`src/verilog/asfr_pkg.sv`:
```
package asfr_pkg;
   localparam logic [15:0] SYNC_WORD = 16'h0b77;
   localparam int CLK_MHZ = 100;
   localparam int BLOCKS_PER_FRAME = 6;
   localparam int SAMPLES_PER_FRAME = 1536;
   localparam int FRAME_MS = 32;
   localparam int BLOCK_US = 5300;
   localparam int FADE_US = 2600;
   localparam int FADE_CYC = FADE_US * CLK_MHZ;
   localparam logic [1:0] FS_48K = 2'h0;
   localparam int REMAT_BANDS = 4;
   localparam int MANT_MAX_BITS = 16;
   localparam logic [15:0] CRC_POLY = 16'h8005;
   localparam logic [15:0] CRC_INIT = 16'h0000;
   localparam logic [15:0] GAIN_FULL = 16'hffff;
   typedef enum logic [2:0] {
      ASFR_SEARCH = 3'h1,
      ASFR_HEADER = 3'h2,
      ASFR_BODY = 3'h4
   } asfr_state_t;
   function automatic logic [15:0] asfr_crc_step(input logic [15:0] c, input logic b);
      asfr_crc_step = {c[14:0], 1'b0} ^ ((c[15] ^ b) ? CRC_POLY : 16'h0000);
   endfunction : asfr_crc_step
endpackage : asfr_pkg

```
`src/verilog/asfr_receiver.sv`:
```
`timescale 1ns/100ps
// Contract
// - Stream is fixed-size frames: sync, stream info, six blocks of 5.3 ms, check code.
// - Extract 16-bit sync word, sample-rate code (48 kHz) and frame-size code.
// - Check the trailing 16-bit code to judge each frame damaged or incomplete.
// - A frame failing the check mutes the output.
// - Missing sync where the next frame starts drops lock into sync search.
// - Finding sync in search regains lock and lets audio resume; lock returns after the header, unmute waits for a frame passing the check.
// - Mute fades down over about 2.6 ms; recovery fades up over 2.6 ms.
// - Transport error flags are combined with the own check result.
// - On any frame error the output is muted, no concealment.
// - Coupling active implies coordinates present in block 0.
// - New coupling coordinates accepted in any later block, else previous kept.
// - Mantissa precision from 0 to 16 bits per mantissa is supported; the code gives 0 or 2 to 16 bits, never 1.
// - Bit allocation pointer selects the quantizer for each mantissa.
// - Stereo mode: four rematrix flags, left/right or sum/difference per band.
// - Each complete frame stands for 1536 samples, decoded independently.
module asfr_receiver
   import asfr_pkg::*;
(
   input wire logic clk_i,
   input wire logic arst_n_i,
   input wire logic bit_valid_i,
   input wire logic bit_i,
   input wire logic transport_err_i,
   input wire logic [15:0] frame_bits_i,
   input wire logic [2:0] block_idx_i,
   input wire logic block_start_i,
   input wire logic cpl_active_i,
   input wire logic cpl_coord_valid_i,
   input wire logic [7:0] cpl_coord_i,
   input wire logic stereo_mode_i,
   input wire logic [3:0] remat_flags_i,
   input wire logic [3:0] bap_i,
   output logic locked_o,
   output logic frame_ok_o,
   output logic frame_err_o,
   output logic [1:0] sample_rate_o,
   output logic [5:0] frame_size_o,
   output logic [15:0] gain_o,
   output logic [7:0] cpl_coord_o,
   output logic cpl_missing_o,
   output logic [3:0] remat_o,
   output logic [4:0] mant_bits_o
);
   asfr_state_t state_reg, state_next;
   logic [15:0] shift_reg, shift_next;
   logic [15:0] crc_reg, crc_next;
   logic [15:0] cnt_reg, cnt_next;
   logic terr_reg, terr_next;
   logic locked_reg, locked_next;
   logic ok_reg, ok_next;
   logic err_reg, err_next;
   logic [1:0] fs_reg, fs_next;
   logic [5:0] fsz_reg, fsz_next;
   logic mute_reg, mute_next;
   logic [15:0] gain_reg, gain_next;
   logic [15:0] fade_reg, fade_next;
   logic [7:0] coord_reg, coord_next;
   logic miss_reg, miss_next;
   logic [3:0] remat_reg, remat_next;
   logic [4:0] mant_reg, mant_next;
   logic [15:0] sh;
   logic [31:0] step;
   logic [31:0] ramp;
   logic [31:0] ramp_next;

   // Frame framing: sync hunt, header capture, body with running check code.
   always_comb begin
      sh = {shift_reg[14:0], bit_i};
      state_next = state_reg;
      shift_next = shift_reg;
      crc_next = crc_reg;
      cnt_next = cnt_reg;
      terr_next = terr_reg | transport_err_i;
      locked_next = locked_reg;
      ok_next = 1'b0;
      err_next = 1'b0;
      fs_next = fs_reg;
      fsz_next = fsz_reg;
      if (bit_valid_i) begin
         shift_next = sh;
         case (state_reg)
            ASFR_SEARCH: begin
               // One bit position per valid bit.
               if (sh == SYNC_WORD) begin
                  state_next = ASFR_HEADER;
                  cnt_next = 16'h0000;
                  crc_next = CRC_INIT;
                  terr_next = transport_err_i;
               end
            end
            ASFR_HEADER: begin
               crc_next = asfr_crc_step(crc_reg, bit_i);
               cnt_next = cnt_reg + 16'h0001;
               if (cnt_reg == 16'h0007) begin
                  fs_next = sh[7:6];
                  fsz_next = sh[5:0];
                  state_next = ASFR_BODY;
                  locked_next = 1'b1;
               end
            end
            ASFR_BODY: begin
               crc_next = asfr_crc_step(crc_reg, bit_i);
               cnt_next = cnt_reg + 16'h0001;
               if (cnt_reg == frame_bits_i - 16'h0011) begin
                  // Frame end; CRC over header, body and check field.
                  ok_next = (asfr_crc_step(crc_reg, bit_i) == 16'h0000) && !terr_reg;
                  err_next = !ok_next;
                  state_next = ASFR_SEARCH;
               end
            end
            default: state_next = ASFR_SEARCH;
         endcase
         // A fresh frame must begin with sync straight after the last one.
         // Only valid bits count, zero bits included; a stream that stops sending bits keeps lock.
         if (state_reg == ASFR_SEARCH && locked_reg) begin
            cnt_next = (sh == SYNC_WORD) ? 16'h0000 : cnt_reg + 16'h0001;
            if (sh != SYNC_WORD && cnt_reg >= 16'h000f) begin
               locked_next = 1'b0;
            end
         end
         if (state_reg == ASFR_BODY && cnt_reg == frame_bits_i - 16'h0011) begin
            cnt_next = 16'h0000;
         end
      end
   end

   always_ff @(posedge clk_i or negedge arst_n_i) begin
      if (!arst_n_i) begin
         state_reg <= ASFR_SEARCH;
         shift_reg <= 16'h0000;
         crc_reg <= CRC_INIT;
         cnt_reg <= 16'h0000;
         terr_reg <= 1'b0;
         locked_reg <= 1'b0;
         ok_reg <= 1'b0;
         err_reg <= 1'b0;
         fs_reg <= FS_48K;
         fsz_reg <= 6'h00;
      end else begin
         state_reg <= state_next;
         shift_reg <= shift_next;
         crc_reg <= crc_next;
         cnt_reg <= cnt_next;
         terr_reg <= terr_next;
         locked_reg <= locked_next;
         ok_reg <= ok_next;
         err_reg <= err_next;
         fs_reg <= fs_next;
         fsz_reg <= fsz_next;
      end
   end

   // Mute and linear fade; errors always mute rather than conceal.
   // The gain ramps as a 32-bit value: gain_reg is its upper half and fade_reg the fraction.
   // A whole swing thus takes about FADE_CYC cycles rather than only 64k.
   always_comb begin
      step = 32'((64'(GAIN_FULL) << 16) / 64'(FADE_CYC) + 64'h1);
      mute_next = mute_reg;
      if (err_reg || !locked_reg) begin
         mute_next = 1'b1;
      end else if (ok_reg) begin
         mute_next = 1'b0;
      end
      if (mute_reg) begin
         ramp_next = (ramp > step) ? ramp - step : 32'h0000_0000;
      end else begin
         ramp_next = (32'hffff_ffff - ramp > step) ? ramp + step : 32'hffff_ffff;
      end
      gain_next = ramp_next[31:16];
      fade_next = ramp_next[15:0];
   end

   // Block side information.
   always_comb begin
      coord_next = coord_reg;
      miss_next = 1'b0;
      remat_next = remat_reg;
      if (block_start_i && cpl_active_i) begin
         if (cpl_coord_valid_i) begin
            coord_next = cpl_coord_i;
         end else if (block_idx_i == 3'h0) begin
            miss_next = 1'b1;
         end
      end
      if (block_start_i && stereo_mode_i) begin
         remat_next = remat_flags_i;
      end
      // Quantizer word length is the allocation pointer plus one, at most 16; pointer 0 gives 0.
      mant_next = (bap_i == 4'h0) ? 5'h00 : 5'(bap_i) + 5'h01;
   end

   always_ff @(posedge clk_i or negedge arst_n_i) begin
      if (!arst_n_i) begin
         mute_reg <= 1'b1;
         gain_reg <= 16'h0000;
         fade_reg <= 16'h0000;
         coord_reg <= 8'h00;
         miss_reg <= 1'b0;
         remat_reg <= 4'h0;
         mant_reg <= 5'h00;
      end else begin
         mute_reg <= mute_next;
         gain_reg <= gain_next;
         fade_reg <= fade_next;
         coord_reg <= coord_next;
         miss_reg <= miss_next;
         remat_reg <= remat_next;
         mant_reg <= mant_next;
      end
   end

   assign locked_o = locked_reg;
   assign frame_ok_o = ok_reg;
   assign frame_err_o = err_reg;
   assign sample_rate_o = fs_reg;
   assign frame_size_o = fsz_reg;
   assign gain_o = gain_reg;
   assign cpl_coord_o = coord_reg;
   assign cpl_missing_o = miss_reg;
   assign remat_o = remat_reg;
   assign mant_bits_o = mant_reg;
   assign ramp = {gain_reg, fade_reg};

   property p_err_mutes;
      @(posedge clk_i) disable iff (!arst_n_i) err_reg |=> mute_reg;
   endproperty
   a_err_mutes: assert property (p_err_mutes) else $error("error did not mute");
   property p_conceal_none;
      @(posedge clk_i) disable iff (!arst_n_i)
         (err_reg && !ok_reg) |=> ##1 (ramp < $past(ramp) || ramp == 32'h0000_0000);
   endproperty
   a_conceal_none: assert property (p_conceal_none) else $error("gain not falling");
   property p_fade_down;
      @(posedge clk_i) disable iff (!arst_n_i)
         (mute_reg && ramp != 32'h0000_0000) |=> ramp < $past(ramp);
   endproperty
   a_fade_down: assert property (p_fade_down) else $error("fade down stalled");
   property p_fade_up;
      @(posedge clk_i) disable iff (!arst_n_i)
         (!mute_reg && ramp != 32'hffff_ffff) |=> ramp > $past(ramp);
   endproperty
   a_fade_up: assert property (p_fade_up) else $error("fade up stalled");
   property p_unlock;
      @(posedge clk_i) disable iff (!arst_n_i)
         (locked_reg && state_reg == ASFR_SEARCH && bit_valid_i && cnt_reg >= 16'h000f
          && {shift_reg[14:0], bit_i} != SYNC_WORD) |=> !locked_reg;
   endproperty
   a_unlock: assert property (p_unlock) else $error("lock kept without sync");
   property p_hunt;
      @(posedge clk_i) disable iff (!arst_n_i)
         (state_reg == ASFR_SEARCH && bit_valid_i && {shift_reg[14:0], bit_i} == SYNC_WORD)
         |=> state_reg == ASFR_HEADER;
   endproperty
   a_hunt: assert property (p_hunt) else $error("sync seen but not taken");
   property p_relock;
      @(posedge clk_i) disable iff (!arst_n_i)
         $rose(locked_reg) |-> $past(state_reg) == ASFR_HEADER;
   endproperty
   a_relock: assert property (p_relock) else $error("lock outside header");
   property p_frame_end;
      @(posedge clk_i) disable iff (!arst_n_i)
         (ok_reg || err_reg) |-> $past(state_reg) == ASFR_BODY && state_reg == ASFR_SEARCH;
   endproperty
   a_frame_end: assert property (p_frame_end) else $error("verdict off frame end");
   property p_hdr;
      @(posedge clk_i) disable iff (!arst_n_i)
         (state_reg == ASFR_HEADER && bit_valid_i && cnt_reg == 16'h0007)
         |=> fs_reg == $past(shift_reg[6:5]) && fsz_reg == $past({shift_reg[4:0], bit_i});
   endproperty
   a_hdr: assert property (p_hdr) else $error("header fields not taken");
   property p_quant;
      @(posedge clk_i) disable iff (!arst_n_i)
         (bap_i != 4'h0) |=> mant_reg == 5'($past(bap_i)) + 5'h01;
   endproperty
   a_quant: assert property (p_quant) else $error("wrong quantizer width");
   property p_okerr;
      @(posedge clk_i) disable iff (!arst_n_i) !(ok_reg && err_reg);
   endproperty
   a_okerr: assert property (p_okerr) else $error("ok and error together");
   property p_terr;
      @(posedge clk_i) disable iff (!arst_n_i) ok_reg |-> !$past(terr_reg);
   endproperty
   a_terr: assert property (p_terr) else $error("transport error ignored");
   property p_coord;
      @(posedge clk_i) disable iff (!arst_n_i)
         (block_start_i && cpl_active_i && cpl_coord_valid_i) |=> coord_reg == $past(cpl_coord_i);
   endproperty
   a_coord: assert property (p_coord) else $error("coordinates not taken");
   property p_miss;
      @(posedge clk_i) disable iff (!arst_n_i)
         (block_start_i && cpl_active_i && !cpl_coord_valid_i && block_idx_i == 3'h0) |=> miss_reg;
   endproperty
   a_miss: assert property (p_miss) else $error("missing block0 coordinates");
   property p_mant;
      @(posedge clk_i) disable iff (!arst_n_i) mant_reg <= 5'(MANT_MAX_BITS);
   endproperty
   a_mant: assert property (p_mant) else $error("mantissa too wide");
   property p_remat;
      @(posedge clk_i) disable iff (!arst_n_i) (block_start_i && stereo_mode_i) |=> remat_reg == $past(remat_flags_i);
   endproperty
   a_remat: assert property (p_remat) else $error("rematrix flags lost");
   c_lock: cover property (@(posedge clk_i) disable iff (!arst_n_i) $rose(locked_reg));
   c_ok: cover property (@(posedge clk_i) disable iff (!arst_n_i) ok_reg);
   c_err: cover property (@(posedge clk_i) disable iff (!arst_n_i) err_reg);
   c_unlock: cover property (@(posedge clk_i) disable iff (!arst_n_i) $fell(locked_reg));
   c_miss: cover property (@(posedge clk_i) disable iff (!arst_n_i) miss_reg);
endmodule : asfr_receiver

```
`config.mk`:
```
export PLATFORM = sky130hd
export DESIGN_NAME = asfr_receiver
export DESIGN_NICKNAME = d
export VERILOG_FILES = /design/src/verilog/asfr_pkg.sv /design/src/verilog/asfr_receiver.sv
export SDC_FILE = /design/constraint.sdc
export NUM_CORES = 1
export LEC_CHECK = 0
export BUFFER_PORTS_ARGS = -buffer_cell sky130_fd_sc_hd__buf_4
export CAP_MARGIN = 20
export CORE_UTILIZATION = 40
export DETAILED_ROUTE_END_ITERATION = 16
export PLACE_DENSITY = 0.69
export REMOVE_ABC_BUFFERS = 1
export SLEW_MARGIN = 5
export SYNTH_ARGS = -nofsm -noshare
export SYNTH_HDL_FRONTEND = slang
export SYNTH_SLANG_ARGS = --single-unit
```
`constraint.sdc`:
```
create_clock -name clk_i -period 3.3 [get_ports clk_i]
set_input_delay 0.165 -clock clk_i [delete_from_list [all_inputs] [get_ports clk_i]]
set_output_delay 0.165 -clock clk_i [all_outputs]
set_load 0.02 [all_outputs]
```
==> flow_summary.toml, run 1 <==
[cts]
root_buffer = "clkbuf_16"
clk_latency_ns = 0.42
path_clk_slew_ns = 0.06
clk_path_buf_depth = 2
numCtsBuffers = 17
post-cts-setup-buffer-count = 0
cts_tree = "yes"
cts.sinks = 113
hold_buffers = 17
htree_levels = 4
cts_resized = 0

[synth]
yosysMostFrequentCell = "dfrtp_1"
synthTopCellsByCount = "dfrtp_1 (111), nand2_1 (89), clkbuf_1 (42)"
synthesis.area_mm2 = 0.00670
postSynthCellCount = 741
synth_seq_cells = 113
ys.flop_type = "dfrtp_1"
synth_cell_types = 70
synth_top_area_cell = "dfrtp_1"
async_reset_ff_frac = 1.00
ys.warnings.count = 0
synth_edf_count = 0
yosys-top-cells-area = "dfrtp_1 (41%), mux2_2 (6.1%), nand2_1 (5.0%), xnor2_1 (2.7%), a21oi_1 (2.6%)"
synth_top_cell_area_share = 0.415
syn_avg_cell_area_um2 = 9.04
yosysSeqAreaShare = 0.422

[floorplanning]
fp.dieH_um = 131
die_x_um = 131
coreArea_mm2 = 0.0161
io_pins = 89
start_util = 0.416
dieArea_mm2 = 0.0173
rows = 46

[grt]
grt_usage = 0.194
use_met1 = 0.266
globalRouteMet3Util = 0.0370
use_met2 = 0.304
grt_busiest_layer = "met2"
antenna_found_initial = 0
grt_pass1_wl_um = 27400
grt_pass1_vias = 5581
grt_max_degree = 62
overflow = 0

[routing]
routed_via_density = 5.66
vias = 6008
routed_wl_um = 16200
drtIter0Drc = 338
antenna_left = 0
firstDrtPassIters = 5
wl_per_cell_um = 15.3
drc = 0

[sta]
worstMarginPinSlew_ns = 0.986
tns_ns = 0
finalWorstSetupSlack_ns = 0.434
timing.hold.ws_ns = 0.0242
clock_skew_ns = 0.0149
max_freq_mhz = 349
final-max-slew-violation-count = 0
period_share = 0.869
period_needed_ns = 2.87
setup_violations = 0
slew-limit-headroom = 0.343
finalHoldViolCount = 0
rsz0062_at_grt = "no"

[worst_hold_path]
hp-class = "input pin to flip-flop"

[final_layout]
seq_area_mm2 = 0.00283
multi_input_area_mm2 = 0.00359
nets = 883
post-route-util = 0.515
fillers = 1537
diodes = 0
final_area_mm2 = 0.00830
area_delta_synth_final_pct = 23.9
fin_cells = 1061
drive_above_1_share = 0.227

[placement]
dpl_cell_area_mm2 = 0.00757
io_buffers = 88
placedCellCount = 1012
dp_hpwl_um = 11000
dp_slack_ns = 0.433
place_congestion = 0.814

[worst_setup_path]
path_max_fanout = 8
ff2ff_setup_slack_ns = 0.43
cp.arrival_ns = 3.15
critPathMaxStageDelay_ns = 0.60
critical_path_class = "flip-flop to flip-flop"
required_ns = 3.58
cp-start-kind = "flip-flop"
crit_slowest_cell = "or4_1"
crit_chain = "or4_1, or3_1, nor4_1, nand3_1, buf_4, inv_2, nand2_1, o211ai_1, o21ai_0"
end_kind = "flip-flop"
crit_buf_inv = 2
crit_family = "simple AND/OR/NAND/NOR gates"

[power]
peakVddDrop_mv = 0.323
p_total_mw = 4.09
p_leak_nw = 3.77
power_per_cell_area_mw_per_mm2 = 493

[status]
outcome = "complete, no violations"

[job]
maxCapViolations = 0
## area by class of cell
| cell class | instances | area share |
|---|---|---|
| well taps | 216 | 0.0326 |
| inverters | 20 | 0.00904 |
| repair buffers | 121 | 0.117 |
| flip-flops and latches | 113 | 0.341 |
| clock buffers | 17 | 0.0513 |
| multi-input cells | 559 | 0.433 |
| clock inverters | 15 | 0.0167 |
## where the power goes
part	total [mW]	switching [mW]	internal (mW)
combinational	0.701	0.380	0.321
sequential	1.64	0.110	1.53
clock	1.75	0.752	0.997
## logic make-up after synthesis
| group | after synthesis | synth area share |
|---|---|---|
| flip-flops | 113 | 0.422 |
| AO/OA/AOI/OAI | 173 | 0.174 |
| buffers and inverters | 69 | 0.0420 |
| AND/OR/NAND/NOR | 308 | 0.242 |
| adder cells (fa/ha/maj) | 7 | 0.0131 |
| multiplexers | 38 | 0.0635 |
| XOR/XNOR | 33 | 0.0431 |
## path summary, 6_finish.rpt
check | startpoint | endpoint | cells past startpoint
min in group asynchronous | arst_n_i | frame_size_o[3] | 2
hold / removal | cpl_active_i | cpl_missing_o | 2
setup / recovery | gain_o[2] | gain_o[5] | 9
hold reg to reg | terr_reg | terr_reg | 1
setup reg to reg | gain_o[2] | gain_o[5] | 9
max in group asynchronous | arst_n_i | mute_reg | 3
## metal layers
layer  routed length (um)  up-vias
met5                    0        -
li1                     -     2900
met2                 7660      144
met1                 7670     2948
met3                  628       16
met4                  244        0
## worst reg2reg max path: stages, from the launching register on
cell	delay, ns
dfrtp_1	0.44
or4_1	0.60
or3_1	0.41
nor4_1	0.37
nand3_1	0.23
buf_4	0.23
inv_2	0.09
nand2_1	0.14
o211ai_1	0.14
o21ai_0	0.10
## placed cells by master (no fill, tap or decap), types with 19 or more instances in the layout
master | Yosys | routed
mux2_2 | 36 | 36
nand2_1 | 89 | 89
xnor2_1 | 21 | 21
a21oi_1 | 35 | 35
nand3_1 | 34 | 34
nor2_1 | 37 | 37
nor3_1 | 32 | 32
o21ai_0 | 34 | 34
dfrtp_1 | 111 | 111
buf_4 | 1 | 102
a21o_1 | 19 | 19
inv_1 | 19 | 19
Power figures use the tool's default switching activity.
==> inputs of run 2 (changes only) <==
- BUFFER_PORTS_ARGS: -buffer_cell sky130_fd_sc_hd__buf_4 -> unset
- DONT_BUFFER_PORTS: unset -> 1
- PLACE_DENSITY: 0.69 -> 0.64
- REMOVE_ABC_BUFFERS: 1 -> unset
==> run 2 against run 1 <==
Effect of this change:
- largest power group unchanged
- worst setup slack lost 0.056 ns
- sequential power is 3% higher
- final area fell by 7.0%
- combinational power shrank 21%
==> flow_summary.toml, run 2 (synthesis results as in run 1) <==
[worst_setup_path]
required_ns = 3.57
critical_path_class = "flip-flop to flip-flop"
cp.arrival_ns = 3.19
cp-start-kind = "flip-flop"
critPathMaxStageDelay_ns = 0.58
end_kind = "flip-flop"
path_max_fanout = 10
ff2ff_setup_slack_ns = 0.38
reg2reg_depth = 9
critical_path.startpoint = "gain_o[1]"
rr_endpoint = "gain_o[5]"
worstSetupEndpoint = "gain_o[5]"
crit_chain = "or4_1, or3_1, nor4_1, nand3_1, buf_4, inv_2, nand2_1, o211ai_1, o21ai_0"
crit_slowest_cell = "or4_1"
rr_startpoint = "gain_o[1]"

[sta]
final-max-slew-violation-count = 0
worstMarginPinSlew_ns = 0.984
timing.hold.ws_ns = 0.0333
period_needed_ns = 2.92
max_freq_mhz = 342
clock_skew_ns = 0.00632
period_share = 0.886
finalHoldViolCount = 0
setup_violations = 0
rsz0062_at_grt = "no"
slew-limit-headroom = 0.344
finalWorstSetupSlack_ns = 0.377
tns_ns = 0

[placement]
dpl_cell_area_mm2 = 0.00688
dp_hpwl_um = 11000
io_buffers = 0
dp_slack_ns = 0.429
place_congestion = 0.846

[routing]
drc = 0
vias = 5749
wl_per_cell_um = 16.4
routed_via_density = 5.86
drtIter0Drc = 340
antenna_left = 0
firstDrtPassIters = 5
routed_wl_um = 16100

[power]
power_per_cell_area_mw_per_mm2 = 515
p_leak_nw = 3.36
peakVddDrop_mv = 0.366
p_total_mw = 3.97

[floorplanning]
die_x_um = 131
start_util = 0.416
dieArea_mm2 = 0.0173
coreArea_mm2 = 0.0161
fp.dieH_um = 131
rows = 46
io_pins = 89

[grt]
grt_usage = 0.194
overflow = 0
grt_pass1_vias = 5623
grt_max_degree = 114
grt_pass1_wl_um = 27400
antenna_found_initial = 0

[worst_hold_path]
hp-class = "input pin to flip-flop"

[status]
outcome = "complete, no violations"

[cts]
htree_levels = 4
root_buffer = "clkbuf_16"
path_clk_slew_ns = 0.06
clk_latency_ns = 0.42
cts.sinks = 113
cts_resized = 0
cts_tree = "yes"
clk_path_buf_depth = 2
post-cts-setup-buffer-count = 0
hold_buffers = 25
numCtsBuffers = 17

[final_layout]
final_common_cell = "dfrtp_1"
area_delta_synth_final_pct = 15.2
layout_common_cells = "dfrtp_1 (111), nand2_1 (89), nor2_1 (37)"
nets = 803
drive_above_1_share = 0.137
final_area_mm2 = 0.00772
diodes = 0

[synth]
synth_nets = 792

[job]
maxCapViolations = 0
## run 2: how the worst min path moves through the flow
stage                     endpoint  slack (ns)         from  cells after the start
floorplan               cnt_reg[0]       -0.13     arst_n_i                      0
global placement       cnt_reg[11]       -0.12     arst_n_i                      0
detailed placement     cnt_reg[14]       -0.12     arst_n_i                      0
CTS                       locked_o       0.006  bit_valid_i                      3
global route        mant_bits_o[2]        0.03     bap_i[1]                      2
finish                    locked_o        0.03  bit_valid_i                      3
## run 2: metal layers
metal / part of all wire / routed length, um / vias up / global-route usage
met3: 0.065 / 1050 / 21 / 0.0455
li1: - / - / 2742 / -
met1: 0.45 / 7250 / 2768 / 0.258
met5: 0 / 0 / - / 0
met2: 0.47 / 7560 / 218 / 0.302
met4: 0.016 / 254 / 0 / 0.0814
## run 2: where the power goes
group	internal (mW)	switching [mW]	total [mW]
clock	1.00	0.729	1.73
sequential	1.53	0.155	1.69
combinational	0.251	0.305	0.555
total	2.79	1.19	3.97
## run 2: cell type report
type                    instances  area (um2)
fillers                      1516        8400
multi-input cells             559        3590
flip-flops and latches        113        2830
clock buffers                  18         439
repair buffers                 41         388
well taps                     216         270
clock inverters                14         123
inverters                      20        75.1
## run 2: critical path: cells and delay by family (launching register included)
family	cells	cell delay, ns
AOI/OAI and AO/OA	2	0.30
buffers and inverters	2	0.31
and+or+nand+nor	5	1.67
DFF	1	0.50
## run 2: stage by stage
| stage | cells | util |
|---|---|---|
| after detailed placement | 923 | 0.427 |
| final | 981 | 0.479 |
| after floorplan | 741 | - |
| after global routing | 981 | 0.479 |
| after global placement | 923 | 0.427 |
| after CTS | 980 | 0.478 |
